## config.mk

```make
export PLATFORM = sky130hd
export DESIGN_NAME = sectmr_top
export DESIGN_NICKNAME = d
export VERILOG_FILES = /design/src/verilog/sectmr_pkg.sv /design/src/verilog/sectmr_prescaler.sv /design/src/verilog/sectmr_edge.sv /design/src/verilog/sectmr_top.sv
export SDC_FILE = /design/constraint.sdc
export NUM_CORES = 1
export LEC_CHECK = 0
export BUFFER_PORTS_ARGS = -buffer_cell sky130_fd_sc_hd__clkbuf_2
export CAP_MARGIN = 40
export CORE_ASPECT_RATIO = 0.7
export CORE_UTILIZATION = 45
export CTS_CLUSTER_SIZE = 16
export DETAILED_ROUTE_END_ITERATION = 10
export PLACE_DENSITY = 0.7
export SETUP_SLACK_MARGIN = 0.4
export SLEW_MARGIN = 20
export SYNTH_ARGS = -nofsm -noshare
export SYNTH_HDL_FRONTEND = slang
export SYNTH_HIERARCHICAL = 1
export SYNTH_SLANG_ARGS = --single-unit
```

## constraint.sdc

```tcl
create_clock -name core_clk_in -period 2.5 [get_ports core_clk_in]
set_input_delay 0.25 -clock core_clk_in [delete_from_list [all_inputs] [get_ports core_clk_in]]
set_output_delay 0.25 -clock core_clk_in [all_outputs]
set_load 0.1 [all_outputs]
```

## src/verilog/sectmr_pkg.sv

```systemverilog
// Constants for the secondary 16-bit timer: register map, control fields,
// prescale codes and prescaler terminal counts.
// Assumes a classic Wishbone master with 32-bit data and one clock domain.
`default_nettype none

package sectmr_pkg;

  // Byte addresses of the registers on the bus.
  localparam logic [3:0] CTRL_ADDR  = 4'h0;  // Control register.
  localparam logic [3:0] COUNT_ADDR = 4'h4;  // Timer count, read/write.
  localparam logic [3:0] PERIOD_ADDR = 4'h8; // Period, compare value.
  localparam logic [3:0] STATUS_ADDR = 4'hc; // Live state, read only.

  // Control field positions.
  localparam int RUN_BIT   = 15;
  localparam int HALT_BIT  = 13;
  localparam int GATE_BIT  = 6;
  localparam int PSC_HI    = 5;
  localparam int PSC_LO    = 4;
  localparam int SRC_BIT   = 1;

  // Writable bits of the control register; all others stay zero.
  localparam logic [15:0] CTRL_MASK  = 16'ha072;
  localparam logic [15:0] CTRL_RESET = 16'h0000;
  localparam logic [15:0] COUNT_RESET = 16'h0000;
  localparam logic [15:0] PERIOD_RESET = 16'hffff;

  // Prescale codes.
  localparam logic [1:0] PSC_DIV1   = 2'h0;
  localparam logic [1:0] PSC_DIV8   = 2'h1;
  localparam logic [1:0] PSC_DIV64  = 2'h2;
  localparam logic [1:0] PSC_DIV256 = 2'h3;

  // Terminal counts of the prescaler for each ratio.
  localparam logic [7:0] PSC_TOP1   = 8'h00;
  localparam logic [7:0] PSC_TOP8   = 8'h07;
  localparam logic [7:0] PSC_TOP64  = 8'h3f;
  localparam logic [7:0] PSC_TOP256 = 8'hff;

  // Width of the prescaler counter.
  localparam int PSC_WIDTH = 8;

endpackage : sectmr_pkg

`default_nettype wire

```

## src/verilog/sectmr_prescaler.sv

```systemverilog
// Input prescaler of the secondary timer.
// Assumes one clock; input ticks are single-cycle qualified pulses.
`default_nettype none

module sectmr_prescaler
(
  // Clock, reset and enable.
  input  wire logic       core_clk_in,
  input  wire logic       rst_in,
  input  wire logic       clk_en_in,
  // Control.
  input  wire logic [1:0] psc_sel_in,
  input  wire logic       clear_in,
  input  wire logic       tick_in,
  // Divided tick.
  output logic            tick_out
);

  // Running count of input ticks since the last divided tick.
  logic [sectmr_pkg::PSC_WIDTH-1:0] psc_reg;

  // Terminal count for the selected ratio.
  function automatic logic [7:0] psc_top(input logic [1:0] sel);
    unique case (sel)
      sectmr_pkg::PSC_DIV1:   psc_top = sectmr_pkg::PSC_TOP1;
      sectmr_pkg::PSC_DIV8:   psc_top = sectmr_pkg::PSC_TOP8;
      sectmr_pkg::PSC_DIV64:  psc_top = sectmr_pkg::PSC_TOP64;
      sectmr_pkg::PSC_DIV256: psc_top = sectmr_pkg::PSC_TOP256;
    endcase
  endfunction : psc_top

  // Divided tick is combinational so that the count moves on the same edge.
  assign tick_out = tick_in && (psc_reg == psc_top(psc_sel_in));

  // Prescaler count; cleared while the timer is stopped so that a fresh
  // start always waits a full ratio.
  always_ff @(posedge core_clk_in or posedge rst_in)
  begin
    if (rst_in)
      psc_reg <= '0;
    else if (clk_en_in)
    begin
      if (clear_in)
        psc_reg <= '0;
      else if (tick_out)
        psc_reg <= '0;
      else if (tick_in)
        psc_reg <= psc_reg + 8'h01;
    end
  end
endmodule : sectmr_prescaler

`default_nettype wire

```

## src/verilog/sectmr_edge.sv

```systemverilog
// Rising-edge detector for the external count pin.
// The pin is taken as synchronous to the core clock.
`default_nettype none

module sectmr_edge
(
  // Clock, reset and enable.
  input  wire logic core_clk_in,
  input  wire logic rst_in,
  input  wire logic clk_en_in,
  // Pin level and detected edge.
  input  wire logic pin_in,
  output logic      rise_out
);

  // Previous pin level.
  logic last_reg;

  // Edge is a one-cycle pulse on a low-to-high change.
  assign rise_out = pin_in && !last_reg;

  // Track the pin level; resets low so a pin high at release counts once.
  always_ff @(posedge core_clk_in or posedge rst_in)
  begin
    if (rst_in)
      last_reg <= 1'b0;
    else if (clk_en_in)
      last_reg <= pin_in;
  end

endmodule : sectmr_edge

`default_nettype wire

```

## src/verilog/sectmr_top.sv

```systemverilog
// Secondary 16-bit timer with its control register on classic Wishbone.
// Assumes synchronous pins, one clock and a single-beat Wishbone master.
`default_nettype none

module sectmr_top
(
  // Clock, reset and enable.
  input  wire logic        core_clk_in,
  input  wire logic        rst_in,
  input  wire logic        clk_en_in,
  // Wishbone slave.
  input  wire logic        wb_cyc_in,
  input  wire logic        wb_stb_in,
  input  wire logic        wb_we_in,
  input  wire logic [3:0]  wb_adr_in,
  input  wire logic [3:0]  wb_sel_in,
  input  wire logic [31:0] wb_dat_in,
  output logic [31:0]      wb_dat_out,
  output logic             wb_ack_out,
  // Device state and pins.
  input  wire logic        idle_mode_in,
  input  wire logic        pair_wide_mode_in,
  input  wire logic        gate_in,
  input  wire logic        external_count_pin_in,
  // Timer outputs.
  output logic [15:0]      timer_value_out,
  output logic             period_match_out
);

  // Software-visible state.
  logic [15:0] ctrl_reg;      // Control register.
  logic [15:0] count_reg;     // Timer value.
  logic [15:0] period_reg;    // Period; count wraps after it.
  logic        match_reg;     // Registered period match pulse.
  logic        ack_reg;       // Bus acknowledge.
  logic [31:0] rdata_reg;     // Bus read data.

  // Decoded controls.
  logic        timer_run;
  logic        halt_in_idle;
  logic        gated_accumulate;
  logic [1:0]  prescale_select;
  logic        clock_source_select;

  // Counting qualifiers.
  logic        active;        // Timer may count this cycle.
  logic        ext_rise;      // Rising edge on the count pin.
  logic        raw_tick;      // Undivided timer input tick.
  logic        div_tick;      // Prescaled tick.
  logic        bus_req;       // New bus request this cycle.
  logic        bus_wr;        // New bus write request this cycle.
  logic        ctrl_wr;       // Control write takes effect this cycle.
  logic        count_wr;      // Count write takes effect this cycle.
  logic        wrap_now;      // Tick that wraps the count to zero.

  assign timer_run           = ctrl_reg[sectmr_pkg::RUN_BIT];
  assign halt_in_idle        = ctrl_reg[sectmr_pkg::HALT_BIT];
  assign gated_accumulate    = ctrl_reg[sectmr_pkg::GATE_BIT];
  assign prescale_select     = ctrl_reg[sectmr_pkg::PSC_HI:sectmr_pkg::PSC_LO];
  assign clock_source_select = ctrl_reg[sectmr_pkg::SRC_BIT];

  // Wide pair mode hands control to the partner, so this register's bits
  // lose their effect; the partner drives the pair elsewhere.
  assign active = !pair_wide_mode_in
                  && timer_run
                  && !(halt_in_idle && idle_mode_in);

  // Source select; the gate only qualifies the internal clock.
  always_comb
  begin
    if (clock_source_select)
      raw_tick = ext_rise;
    else if (gated_accumulate)
      raw_tick = gate_in;
    else
      raw_tick = 1'b1;
  end

  // Edge detector for the external pin.
  sectmr_edge u_edge
  (
    .core_clk_in (core_clk_in),
    .rst_in      (rst_in),
    .clk_en_in   (clk_en_in),
    .pin_in      (external_count_pin_in),
    .rise_out    (ext_rise)
  );

  // Prescaler; held clear whenever the timer cannot count and on every
  // control write, so a new ratio never starts from a stale count.
  // Ticks are qualified by the clock enable so a frozen cycle adds none.
  sectmr_prescaler u_psc
  (
    .core_clk_in (core_clk_in),
    .rst_in      (rst_in),
    .clk_en_in   (clk_en_in),
    .psc_sel_in  (prescale_select),
    .clear_in    (!active || ctrl_wr),
    .tick_in     (raw_tick && active && clk_en_in),
    .tick_out    (div_tick)
  );

  // A request is new when strobed and not already answered.
  assign bus_req = wb_cyc_in && wb_stb_in && !ack_reg;
  assign bus_wr  = bus_req && wb_we_in;

  // Register writes and the wrapping tick, shared by logic and checks.
  assign ctrl_wr  = clk_en_in && bus_wr
                    && wb_adr_in == sectmr_pkg::CTRL_ADDR;
  assign count_wr = clk_en_in && bus_wr
                    && wb_adr_in == sectmr_pkg::COUNT_ADDR;
  assign wrap_now = div_tick && !count_wr && count_reg == period_reg;

  // Merge a write into a 16-bit register under the low two byte lanes.
  function automatic logic [15:0] lane_merge(input logic [15:0] old,
                                             input logic [31:0] data,
                                             input logic [3:0]  sel);
    lane_merge = old;
    if (sel[0])
      lane_merge[7:0] = data[7:0];
    if (sel[1])
      lane_merge[15:8] = data[15:8];
  endfunction : lane_merge

  // Control register; only implemented bits are ever stored.
  always_ff @(posedge core_clk_in or posedge rst_in)
  begin
    if (rst_in)
      ctrl_reg <= sectmr_pkg::CTRL_RESET;
    else if (clk_en_in && bus_wr && wb_adr_in == sectmr_pkg::CTRL_ADDR)
      ctrl_reg <= lane_merge(ctrl_reg, wb_dat_in, wb_sel_in)
                  & sectmr_pkg::CTRL_MASK;
  end

  // Period register.
  always_ff @(posedge core_clk_in or posedge rst_in)
  begin
    if (rst_in)
      period_reg <= sectmr_pkg::PERIOD_RESET;
    else if (clk_en_in && bus_wr && wb_adr_in == sectmr_pkg::PERIOD_ADDR)
      period_reg <= lane_merge(period_reg, wb_dat_in, wb_sel_in);
  end

  // Timer count; a software write wins over a tick in the same cycle.
  always_ff @(posedge core_clk_in or posedge rst_in)
  begin
    if (rst_in)
      count_reg <= sectmr_pkg::COUNT_RESET;
    else if (clk_en_in)
    begin
      if (bus_wr && wb_adr_in == sectmr_pkg::COUNT_ADDR)
        count_reg <= lane_merge(count_reg, wb_dat_in, wb_sel_in);
      else if (div_tick && count_reg == period_reg)
        count_reg <= 16'h0000;
      else if (div_tick)
        count_reg <= count_reg + 16'h0001;
    end
  end

  // Period match pulse, one cycle per wrap.
  always_ff @(posedge core_clk_in or posedge rst_in)
  begin
    if (rst_in)
      match_reg <= 1'b0;
    else if (clk_en_in)
      match_reg <= div_tick && count_reg == period_reg
                   && !(bus_wr && wb_adr_in == sectmr_pkg::COUNT_ADDR);
  end

  // Bus answer: ack one cycle after the request, dropped the cycle after.
  // Unmapped addresses still ack and read zero, so a master never hangs.
  always_ff @(posedge core_clk_in or posedge rst_in)
  begin
    if (rst_in)
    begin
      ack_reg   <= 1'b0;
      rdata_reg <= 32'h0000_0000;
    end
    else if (clk_en_in)
    begin
      ack_reg <= bus_req;
      if (bus_req && !wb_we_in)
      begin
        unique case (wb_adr_in)
          sectmr_pkg::CTRL_ADDR:
            rdata_reg <= {16'h0000, ctrl_reg};
          sectmr_pkg::COUNT_ADDR:
            rdata_reg <= {16'h0000, count_reg};
          sectmr_pkg::PERIOD_ADDR:
            rdata_reg <= {16'h0000, period_reg};
          sectmr_pkg::STATUS_ADDR:
            rdata_reg <= {29'h0000_0000, pair_wide_mode_in,
                          idle_mode_in, active};
          default:
            rdata_reg <= 32'h0000_0000;
        endcase
      end
    end
  end

  assign wb_ack_out       = ack_reg;
  assign wb_dat_out       = rdata_reg;
  assign timer_value_out  = count_reg;
  assign period_match_out = match_reg;
endmodule : sectmr_top

`default_nettype wire

```

* Word level (Yosys, flattened, before mapping) *
Cells that the tools add are included.

word-level totals
  input port bits = 50
  output and inout bits = 50
  word-level logic and storage cells = 72
  bits in registers = 81

cells by class
  add/sub/neg operators = 2
  reduce and logical (&&, ||, !) cells = 37
  multiplexer cells = 12
  eq/ne operators = 10

operators by type and width
  cell                     count
  $pmux W16 S4             1
  $mux W16                 3
  $mux W8                  5
  $pmux W8 S4              1
  $logic_and A1 B1 Y1      17
  $add A16 B1 Y16 const B  1
  $eq A16 B16 Y1           1
  $reduce_and A2 Y1        6
  $add A8 B1 Y8 const B    1
  $eq A4 B4 Y1 const B     2
  $eq A8 B8 Y1             1
  $logic_not A1 Y1         7
  $reduce_and A3 Y1        2
  $reduce_bool A3 Y1       2
  $eq A2 B2 Y1 const B     2
  $eq A4 B3 Y1 const B     1
  $logic_not A4 Y1         1
  $ne A2 B2 Y1 const B     2
  $eq A2 B1 Y1 const B     1
  $logic_not A2 Y1         1
  $mux W1                  2
  $logic_or A1 B1 Y1       1

* Longest topological paths before layout *
Gate-level depths: netlist (run 1).

  depth after elaboration = 9
  gate-level depth with buffers = 13
  mapped depth without buffers = 12

* Cells and area by module *
The synthesis (run 1) kept the hierarchy.

modules (own cells, without submodules)
  module            area an instance (um^2)  instances  sequential area each (um^2)  cells an instance
  sectmr_top        3,363.2                  1          1,421.4                      353
  sectmr_prescaler  491.7                    1          200.2                        57
  sectmr_edge       50.0                     1          25.0                         4

* Least setup slack after synthesis (run 1) *
No wires, ideal clock.

  kind = reg-to-reg
  from = register ack_reg (netlist: wb_ack_out)
  to = register u_psc/psc_reg[7] (netlist bit)
  data arrival time = 2.480 ns
  cell stages (with the launch flop) = 11
  required time = 2.371 ns
  period minus slack after synthesis = 2.609 ns
  slack = -0.109 ns
  setup time = 0.129 ns
  path buffers = 1
  cells stage by stage = dfrtp_1 and3b_1 buf_4 nand3_1 nor3_1 nand2b_1 o21ai_1 nor4_2 and3_1 xnor2_1 a21oi_1

between the ends
  cells in the longest elaborated chain, start to end = 8
  elaborated cells on any way between the ends = 9

ends and longest elaborated chain
  item                                 RTL line                RTL
  from (decl)                          sectmr_top.sv:35        logic ack_reg;
  from (signal assigned)               sectmr_top.sv:181       ack_reg <= bus_req;
  $logic_not A1 Y1 *                   sectmr_top.sv:104       assign bus_req = wb_cyc_in && wb_stb_in && !ack_reg;
  $logic_and A1 B1 Y1 *                sectmr_top.sv:104
  $logic_and A1 B1 Y1 *                sectmr_top.sv:105       assign bus_wr = bus_req && wb_we_in;
  $logic_and A1 B1 Y1 *                sectmr_top.sv:108       assign ctrl_wr = clk_en_in && bus_wr
  $logic_and A1 B1 Y1 *                sectmr_top.sv:109       && wb_adr_in == sectmr_pkg::CTRL_ADDR;
  $logic_or A1 B1 Y1 *                 sectmr_top.sv:98        .clear_in (!active || ctrl_wr),
  $reduce_bool A3 Y1 (no source line)  -
  $reduce_and A2 Y1 (no source line)   -
  to (signal assigned)                 sectmr_prescaler.sv:48  psc_reg <= psc_reg + 8'h01;
  to (decl)                            sectmr_prescaler.sv:20  logic [sectmr_pkg::PSC_WIDTH-1:0] psc_reg;

Mark *: on every way between the ends. The rest lies on a longest branch, timed or not.
A chain may end at the register's enable or synchronous reset.

* Final worst setup path (run 1) *
  from = register ctrl_reg[13]
  to = register count_reg[8] (netlist: timer_value_out[8])

between the ends
  cells in the longest elaborated chain, start to end = 9
  elaborated cells on any way between the ends = 11

ends and longest elaborated chain
  item                                                                    RTL line                RTL
  from (decl)                                                             sectmr_top.sv:31        logic [15:0] ctrl_reg;
  from (signal assigned)                                                  sectmr_top.sv:129       ctrl_reg <= sectmr_pkg::CTRL_RESET;
  from (signal assigned)                                                  sectmr_top.sv:131       ctrl_reg <= lane_merge(ctrl_reg, wb_dat_in, wb_sel_in)
  $logic_and A1 B1 Y1 *                                                   sectmr_top.sv:66        && !(halt_in_idle && idle_mode_in);
  $logic_not A1 Y1 *                                                      sectmr_top.sv:66
  $logic_and A1 B1 Y1 *                                                   sectmr_top.sv:66
  $logic_and A1 B1 Y1 * (2 in a row)                                      sectmr_top.sv:99        .tick_in (raw_tick && active && clk_en_in),
  $logic_and A1 B1 Y1 *                                                   sectmr_prescaler.sv:33  assign tick_out = tick_in && (psc_reg == psc_top(psc_sel_in));
  via div_tick                                                            sectmr_top.sv:49        logic div_tick;
  $logic_and A1 B1 Y1                                                     sectmr_top.sv:153       else if (div_tick && count_reg == period_reg)
  $reduce_bool A3 Y1 (no source line) / $mux W16 (equally long branches)  -
  $reduce_and A3 Y1 (no source line) / $mux W16 (equally long branches)   -
  to (signal assigned)                                                    sectmr_top.sv:148       count_reg <= sectmr_pkg::COUNT_RESET;
  to (signal assigned)                                                    sectmr_top.sv:152       count_reg <= lane_merge(count_reg, wb_dat_in, wb_sel_in);
  to (signal assigned)                                                    sectmr_top.sv:156       count_reg <= count_reg + 16'h0001;
  to (decl)                                                               sectmr_top.sv:32        logic [15:0] count_reg;

Mark *: on every way through the listed nets, which the timed path passes. The rest lies on a longest branch.

==> results of run 1 <==
worst max path at each step:
stage | cells past startpoint | from | slack (ps) | end
global placement | 9 | ctrl_reg[13] | 160 | timer_value_out[6]
finish | 10 | ctrl_reg[13] | 340 | timer_value_out[8]
floorplan | 10 | wb_ack_out | 200 | u_psc/psc_reg[7]
detailed placement | 11 | ctrl_reg[13] | 150 | timer_value_out[9]
CTS | 9 | ctrl_reg[5] | 290 | timer_value_out[6]
global route | 9 | wb_ack_out | 260 | u_psc/psc_reg[7]
cell usage after synthesis (2+ instances only):
| cell | count |
|---|---|
| xnor2_1 | 4 |
| nor2_1 | 15 |
| nor4_2 | 3 |
| buf_4 | 18 |
| nand2_2 | 2 |
| dfstp_2 | 16 |
| clkbuf_1 | 8 |
| o21ai_2 | 10 |
| a21oi_1 | 32 |
| a32o_1 | 2 |
| nor3_1 | 13 |
| a22oi_1 | 10 |
| and3_1 | 8 |
| o21ai_0 | 25 |
| nand4_1 | 4 |
| ha_1 | 2 |
| inv_1 | 17 |
| a32oi_1 | 2 |
| nand3_1 | 14 |
| o221ai_1 | 2 |
| mux2_2 | 23 |
| a31oi_1 | 4 |
| buf_2 | 4 |
| nand2_1 | 54 |
| mux2i_1 | 5 |
| xor2_1 | 16 |
| or3_1 | 3 |
| o21ai_1 | 6 |
| nor2b_1 | 5 |
| and2_1 | 4 |
| dfrtp_1 | 49 |
| o21a_1 | 2 |
| buf_6 | 4 |
metrics by stage:
step	hold WS [ps]	cell area (um2)
after CTS	150.7	4898
after floorplan	-21.29	4036
after detailed placement	108.4	4390
after global placement	109.1	4390
final	153.3	5039
after global routing	155.1	5039
worst max-delay path, stage by stage, from the launching register on:
cell,delay (ps)
dfrtp_1,420
a211oi_4,310
nand2_2,100
nor2_4,130
o2111ai_2,140
inv_2,110
buf_4,170
nand2_2,90
a21bo_2,210
a311oi_1,250
nor3_1,90
cell families after synthesis:
logic type      synth area share
fa+ha+maj               0.006407
other cells            0.0009603
mux                      0.08875
flops                     0.4217
compound gates            0.1878
xor+xnor                 0.04486
simple gates              0.1743
buf+inv                  0.07530
where the power goes:
group / internal [uW] / switching, uW
registers: 1120 / 71.3
logic: 165 / 560
clock network: 694 / 479
total: 1980 / 1110
layout make-up:
type                    count  share of cell area
clock buffers              11             0.04817
inverters                  17             0.01266
well taps                 120             0.02980
repair buffers            100              0.1242
flip-flops and latches     65              0.3313
multi-input cells         314              0.4475
clock inverters             5            0.006456
per-layer routing:
metal | routed length, um | vias up | GRT usage
met5 | 0 | - | 0
li1 | - | 1641 | -
met3 | 789 | 13 | 0.05771
met2 | 4928 | 149 | 0.3902
met4 | 159 | 0 | 0.08816
met1 | 5532 | 1688 | 0.3866
repair_timing:
item | 4_1_cts | 5_1_grt
setup endpoints to repair | 17 | 19
hold buffers | 1 | 0
gates cloned | 1 | 0
endpoints found under the hold margin | 9 | 0
resized for setup | 26 | 24
setup buffers | 13 | 4
pin swaps | 21 | 13
==> qor.csv, run 1 <==
stage,metric,value,unit
status,status,"complete, no violations",
final_layout,"commonest cells after routing, fill and taps aside","clkbuf_2, nand2_1, dfrtp_1",
grt,global-route wire length before repair,17860,um
final_layout,Filler cells,699,
setup_path,Reg-to-Reg Start,ctrl_reg[13],
setup_path,worst r2r path cells,10,
yosys,syn_area_per_cell,9.432,um2
yosys,register area share after synthesis,0.4217,
yosys,Netlist Area Pre-Place,3905,um2
setup_path,CP Max Fanout,5,
grt,total grt overflow,0,
setup_path,Setup CP Type,reg -> reg,
cts,CTS Buf Count,9,
yosys,cell type with the largest total area after synthesis,dfrtp_1,
die,Chip Height,79.94,um
sta,final worst setup slack,335.3,ps
setup_path,crit start category,flop,
final_layout,Multi-input gate area,2255,um2
setup_path,worst path arrival time,2370,ps
routing,total number of vias,3491,
final_layout,register area,1669,um2
final_layout,Layout Utilization,0.5968,
cts,H-tree Lvls,3,
cts,CTS sink cnt,65,
place,RD Place Congestion,0.8818,
final_layout,"most common cell after layout, fill and taps aside",clkbuf_2,
final_layout,Nets,559,
yosys,Ys Warns,6,
cts,clock root buffer,clkbuf_16,
sta,Setup Skew,8.531,ps
sta,Slew @ Worst Pin,782.0,ps
pwr,power per cell area,612.3,nW/um2
cts,CTS tree,built,
routing,Initial DRC Count,274,
grt,vias in the first global route,3337,
cts,Clock transition at path regs,50,ps
setup_path,CP required,2710,ps
final_layout,n_diodes,0,
yosys,"Top FF cell, synth",dfrtp_1,
place,DP Cell Count,597,
worst_hold_path,hold path depth,3,
die,DIE AREA,9060,um2
final_layout,P&R area growth vs syn,29.03,%
sta,final worst-path cycle share,0.8659,
grt,Total Routing Usage GR,0.2661,
pwr,Final Power,3085,uW
die,Core ar.,8443,um2
worst_hold_path,Worst Hold Class,in -> reg,
yosys,distinct cell type count after synthesis,61,
setup_path,reg-to-reg setup timing slack,340,ps
yosys,"EDFF count, synth",0,
place,DPL Wire Length,8152,um
die,Die Wd,113.3,um
routing,final routed DRC violation total,0,
cts,maximum clock path buffer count,2,
sta,"Hold Vio Cnt, Final",0,
sta,FMAX,462.0,MHz
yosys,Mapped Cells,414,
job,Max-Cap Viols,0,
sta,RSZ-0062 raised after global routing,true,
final_layout,fraction of layout cells with a size suffix above 1,0.4512,
place,dpl ws,145.4,ps
yosys,number of synthesized register bits,65,
yosys,"Async S/R FF share, synth",1.000,
place,Port Buffers,65,
pwr,P_leak,0.002318,uW
routing,DR pass1 iterations,5,
die,number of I/O pins,100,
cts,clk_lat worst skew,340,ps
routing,WL/cell,18.05,um
die,# rows,28,
routing,final wirelength,11410,um
yosys,area share of the largest cell type after synthesis,0.3140,
sta,worst rel slew slack,0.4776,
pwr,VDD IR max,317.7,uV
worst_hold_path,hold path start,wb_dat_in[14],
die,Initial Utilization,0.4625,
worst_hold_path,hold path endpoint,timer_value_out[14],
routing,vias per cell,5.524,
sta,Final TNS setup,0,ps
sta,Final Max Tran Viols,0,
grt,largest net degree at the start of global routing,57,
routing,antenna-violating nets left,0,
sta,min Tclk post-route,2165,ps
yosys,synth top area cells,"dfrtp_1, dfstp_2, mux2_2, nand2_1, a21oi_1",
final_layout,Layout Cells excl Fill,632,
sta,Setup-failing EPs final,0,
setup_path,reg2reg end,timer_value_out[8],
setup_path,crit end category,flop,
grt,initial antenna violation count,0,
Power figures use the tool's default switching activity.
==> run 2: changes to the inputs <==
--- a/config.mk
+++ b/config.mk
@@ -8,6 +8,7 @@
 export BUFFER_PORTS_ARGS = -buffer_cell sky130_fd_sc_hd__clkbuf_2
 export CAP_MARGIN = 40
 export CORE_ASPECT_RATIO = 0.7
+export CORE_MARGIN = 8
 export CORE_UTILIZATION = 45
 export CTS_CLUSTER_SIZE = 16
 export DETAILED_ROUTE_END_ITERATION = 10
==> run 2 against run 1 <==
  * Register-to-register slack hardly changed
  * Sequential cell count stayed put
  * Power grew 4.7%
  * Fmax decreased by 0.36%
  * First-iteration DRC count grew 20%
  * Core utilization down 0.81 points
  * Final area shrank 1.4%
  * Count of clock-buffer cells in the layout shrank 1
  * Routed wire length rose by 2.6%
  * Critical path type unchanged
  * Largest power group is now the clock network
  * Highest routed layer unchanged
==> qor.csv, run 2 (synthesis gave the netlist of run 1 again) <==
stage,metric,value,unit,change
cts,H-tree Lvls,3,,unchanged
final_layout,Filler cells,728,,+4.1%
final_layout,Nets,554,,-0.89%
die,Core ar.,8443,um2,unchanged
cts,clock root buffer,clkbuf_16,,
die,number of I/O pins,100,,unchanged
grt,vias in the first global route,3341,,+0.12%
die,Chip Height,93.94,um,+18%
setup_path,CP max stage cell,or4_4,,
sta,Final Max Tran Viols,0,,unchanged
setup_path,worst path arrival time,2420,ps,+50 ps
die,# rows,28,,unchanged
cts,clk_lat worst skew,340,ps,about the same
routing,vias per cell,5.635,,+2.0%
job,Max-Cap Viols,0,,unchanged
pwr,P_leak,0.002276,uW,-1.8%
pwr,VDD IR max,365.2,uV,+15%
final_layout,"commonest cells after routing, fill and taps aside","clkbuf_2, nand2_1, dfrtp_1",,
routing,Initial DRC Count,328,,+20%
cts,CTS tree,built,,
sta,worst rel slew slack,0.5104,,+0.03283
sta,RSZ-0062 raised after global routing,true,,
sta,min Tclk post-route,2172,ps,+7.806 ps
grt,total grt overflow,0,,unchanged
setup_path,max incr delay on CP,490,ps,+70 ps
grt,initial antenna violation count,0,,unchanged
setup_path,WP buf/inv,1,,-1
grt,Total Routing Usage GR,0.1964,,-0.06964
grt,largest net degree at the start of global routing,57,,unchanged
setup_path,CP Max Fanout,5,,unchanged
pwr,power per cell area,649.7,nW/um2,+6.1%
sta,Final TNS setup,0,ps,unchanged
place,dpl cell area,4383,um2,-0.17%
die,Die Wd,127.3,um,+12%
setup_path,Setup CP Type,reg -> reg,,
die,Initial Utilization,0.4625,,unchanged
die,DIE AREA,11960,um2,+32%
sta,Slew @ Worst Pin,734.4,ps,-47.63 ps
place,DPL Wire Length,8460,um,+3.8%
routing,total number of vias,3533,,+1.2%
sta,"Hold Vio Cnt, Final",0,,unchanged
final_layout,P&R area growth vs syn,27.27,%,
final_layout,n_diodes,0,,unchanged
final_layout,Final Cell Area,4970,um2,-1.4%
sta,final worst-path cycle share,0.8690,,+0.003122
routing,antenna-violating nets left,0,,unchanged
routing,final wirelength,11700,um,+2.6%
sta,FMAX,460.3,MHz,-0.36%
routing,DR pass1 iterations,5,,unchanged
status,status,"complete, no violations",,
routing,final routed DRC violation total,0,,unchanged
setup_path,reg-to-reg setup timing slack,330,ps,about the same
setup_path,crit end category,flop,,
setup_path,CP top delay family,simple AND/OR/NAND/NOR gates,,
sta,Setup-failing EPs final,0,,unchanged
place,Port Buffers,65,,unchanged
setup_path,crit start category,flop,,
setup_path,"Cell Chain, Critical Path","or3_1, nor3_2, o2111ai_2, inv_2, nand2_2, a31o_4, or4_4, o221ai_2",,
final_layout,fraction of layout cells with a size suffix above 1,0.4438,,-0.007385
final_layout,"most common cell after layout, fill and taps aside",clkbuf_2,,
setup_path,CP required,2750,ps,+40 ps
place,RD Place Congestion,0.8944,,+1.4%
cts,maximum clock path buffer count,2,,unchanged
sta,Setup Skew,4.515,ps,-4.016 ps
grt,global-route wire length before repair,18240,um,+2.1%
cts,Clock transition at path regs,50,ps,about the same
routing,WL/cell,18.66,um,+3.4%
cts,CTS Buf Count,9,,unchanged
worst_hold_path,Worst Hold Class,in -> reg,,
final_layout,Layout Utilization,0.5886,,-0.008150
cts,CTS sink cnt,65,,unchanged
run 2: cell types whose count changed in the layout (fill, tap and decap cells not counted), sizes merged:
cell | before | now
clkbuf | 76 | 75
bufinv | 0 | 2
clkinv | 2 | 3
clkinvlp | 3 | 1
buf | 34 | 28
a31o | 1 | 2
run 2: routing by layer:
metal	global-route usage	part of all wire	vias to the layer above
met3	0.05896	0.099	15
met2	0.2748	0.42	177
li1	-	-	1631
met5	0	0	-
met4	0.05523	0.015	0
met1	0.2840	0.47	1710
run 2: worst reg2reg max path, stage by stage, from the launching register on:
cell	delay [ps]
dfrtp_1	380
or3_1	380
nor3_2	160
o2111ai_2	170
inv_2	110
nand2_2	70
a31o_4	250
or4_4	490
o221ai_2	70
run 2: area by class of cell:
class,count,area [um2],share of cell area
Multi-Input combinational cell,315,2218,0.4464
Inverter,17,63.81,0.01284
Clock buffer,10,229.0,0.04607
Sequential cell,65,1669,0.3359
Timing Repair Buffer,94,556.8,0.1120
Tap cell,120,150.1,0.03021
Clock inverter,6,82.58,0.01662
run 2: metrics by stage:
step,std cells,power [uW],setup WS [ps],hold WS (ps)
2_1_floorplan,429,1742,197.1,-21.29
3_3_place_gp,596,1863,173.6,106.6
3_5_place_dp,596,1871,146.2,113.2
4_1_cts,625,3230,276.9,160.5
5_1_grt,627,3332,264.7,167.8
6_report,627,3229,327.5,161.1
run 2: power by group:
part,internal [uW],leakage [uW],switching (uW)
Clock,867,0.000152,463
Combinational,155,0.00133,547
Sequential,1120,0.000791,80.5
Total,2140,0.00228,1090
run 2: worst paths after layout:
path,start,endpoint,cells after the start
max in group asynchronous,rst_in,timer_value_out[14],4
worst min register to register,wb_dat_out[11],wb_dat_out[11],2
min in group asynchronous,rst_in,u_edge/last_reg,3
worst min-delay path,external_count_pin_in,u_edge/last_reg,2
worst max-delay path,u_psc/psc_reg[4],timer_value_out[6],8
worst max register to register,u_psc/psc_reg[4],timer_value_out[6],8
run 2: timing repair:
item,CTS,global route
hold endpoints to repair,9,0
hold buffers,1,0
buffers inserted,10,2
pin swaps,12,10
gates resized for setup,16,22
cloned,2,0
setup endpoints to repair,18,20
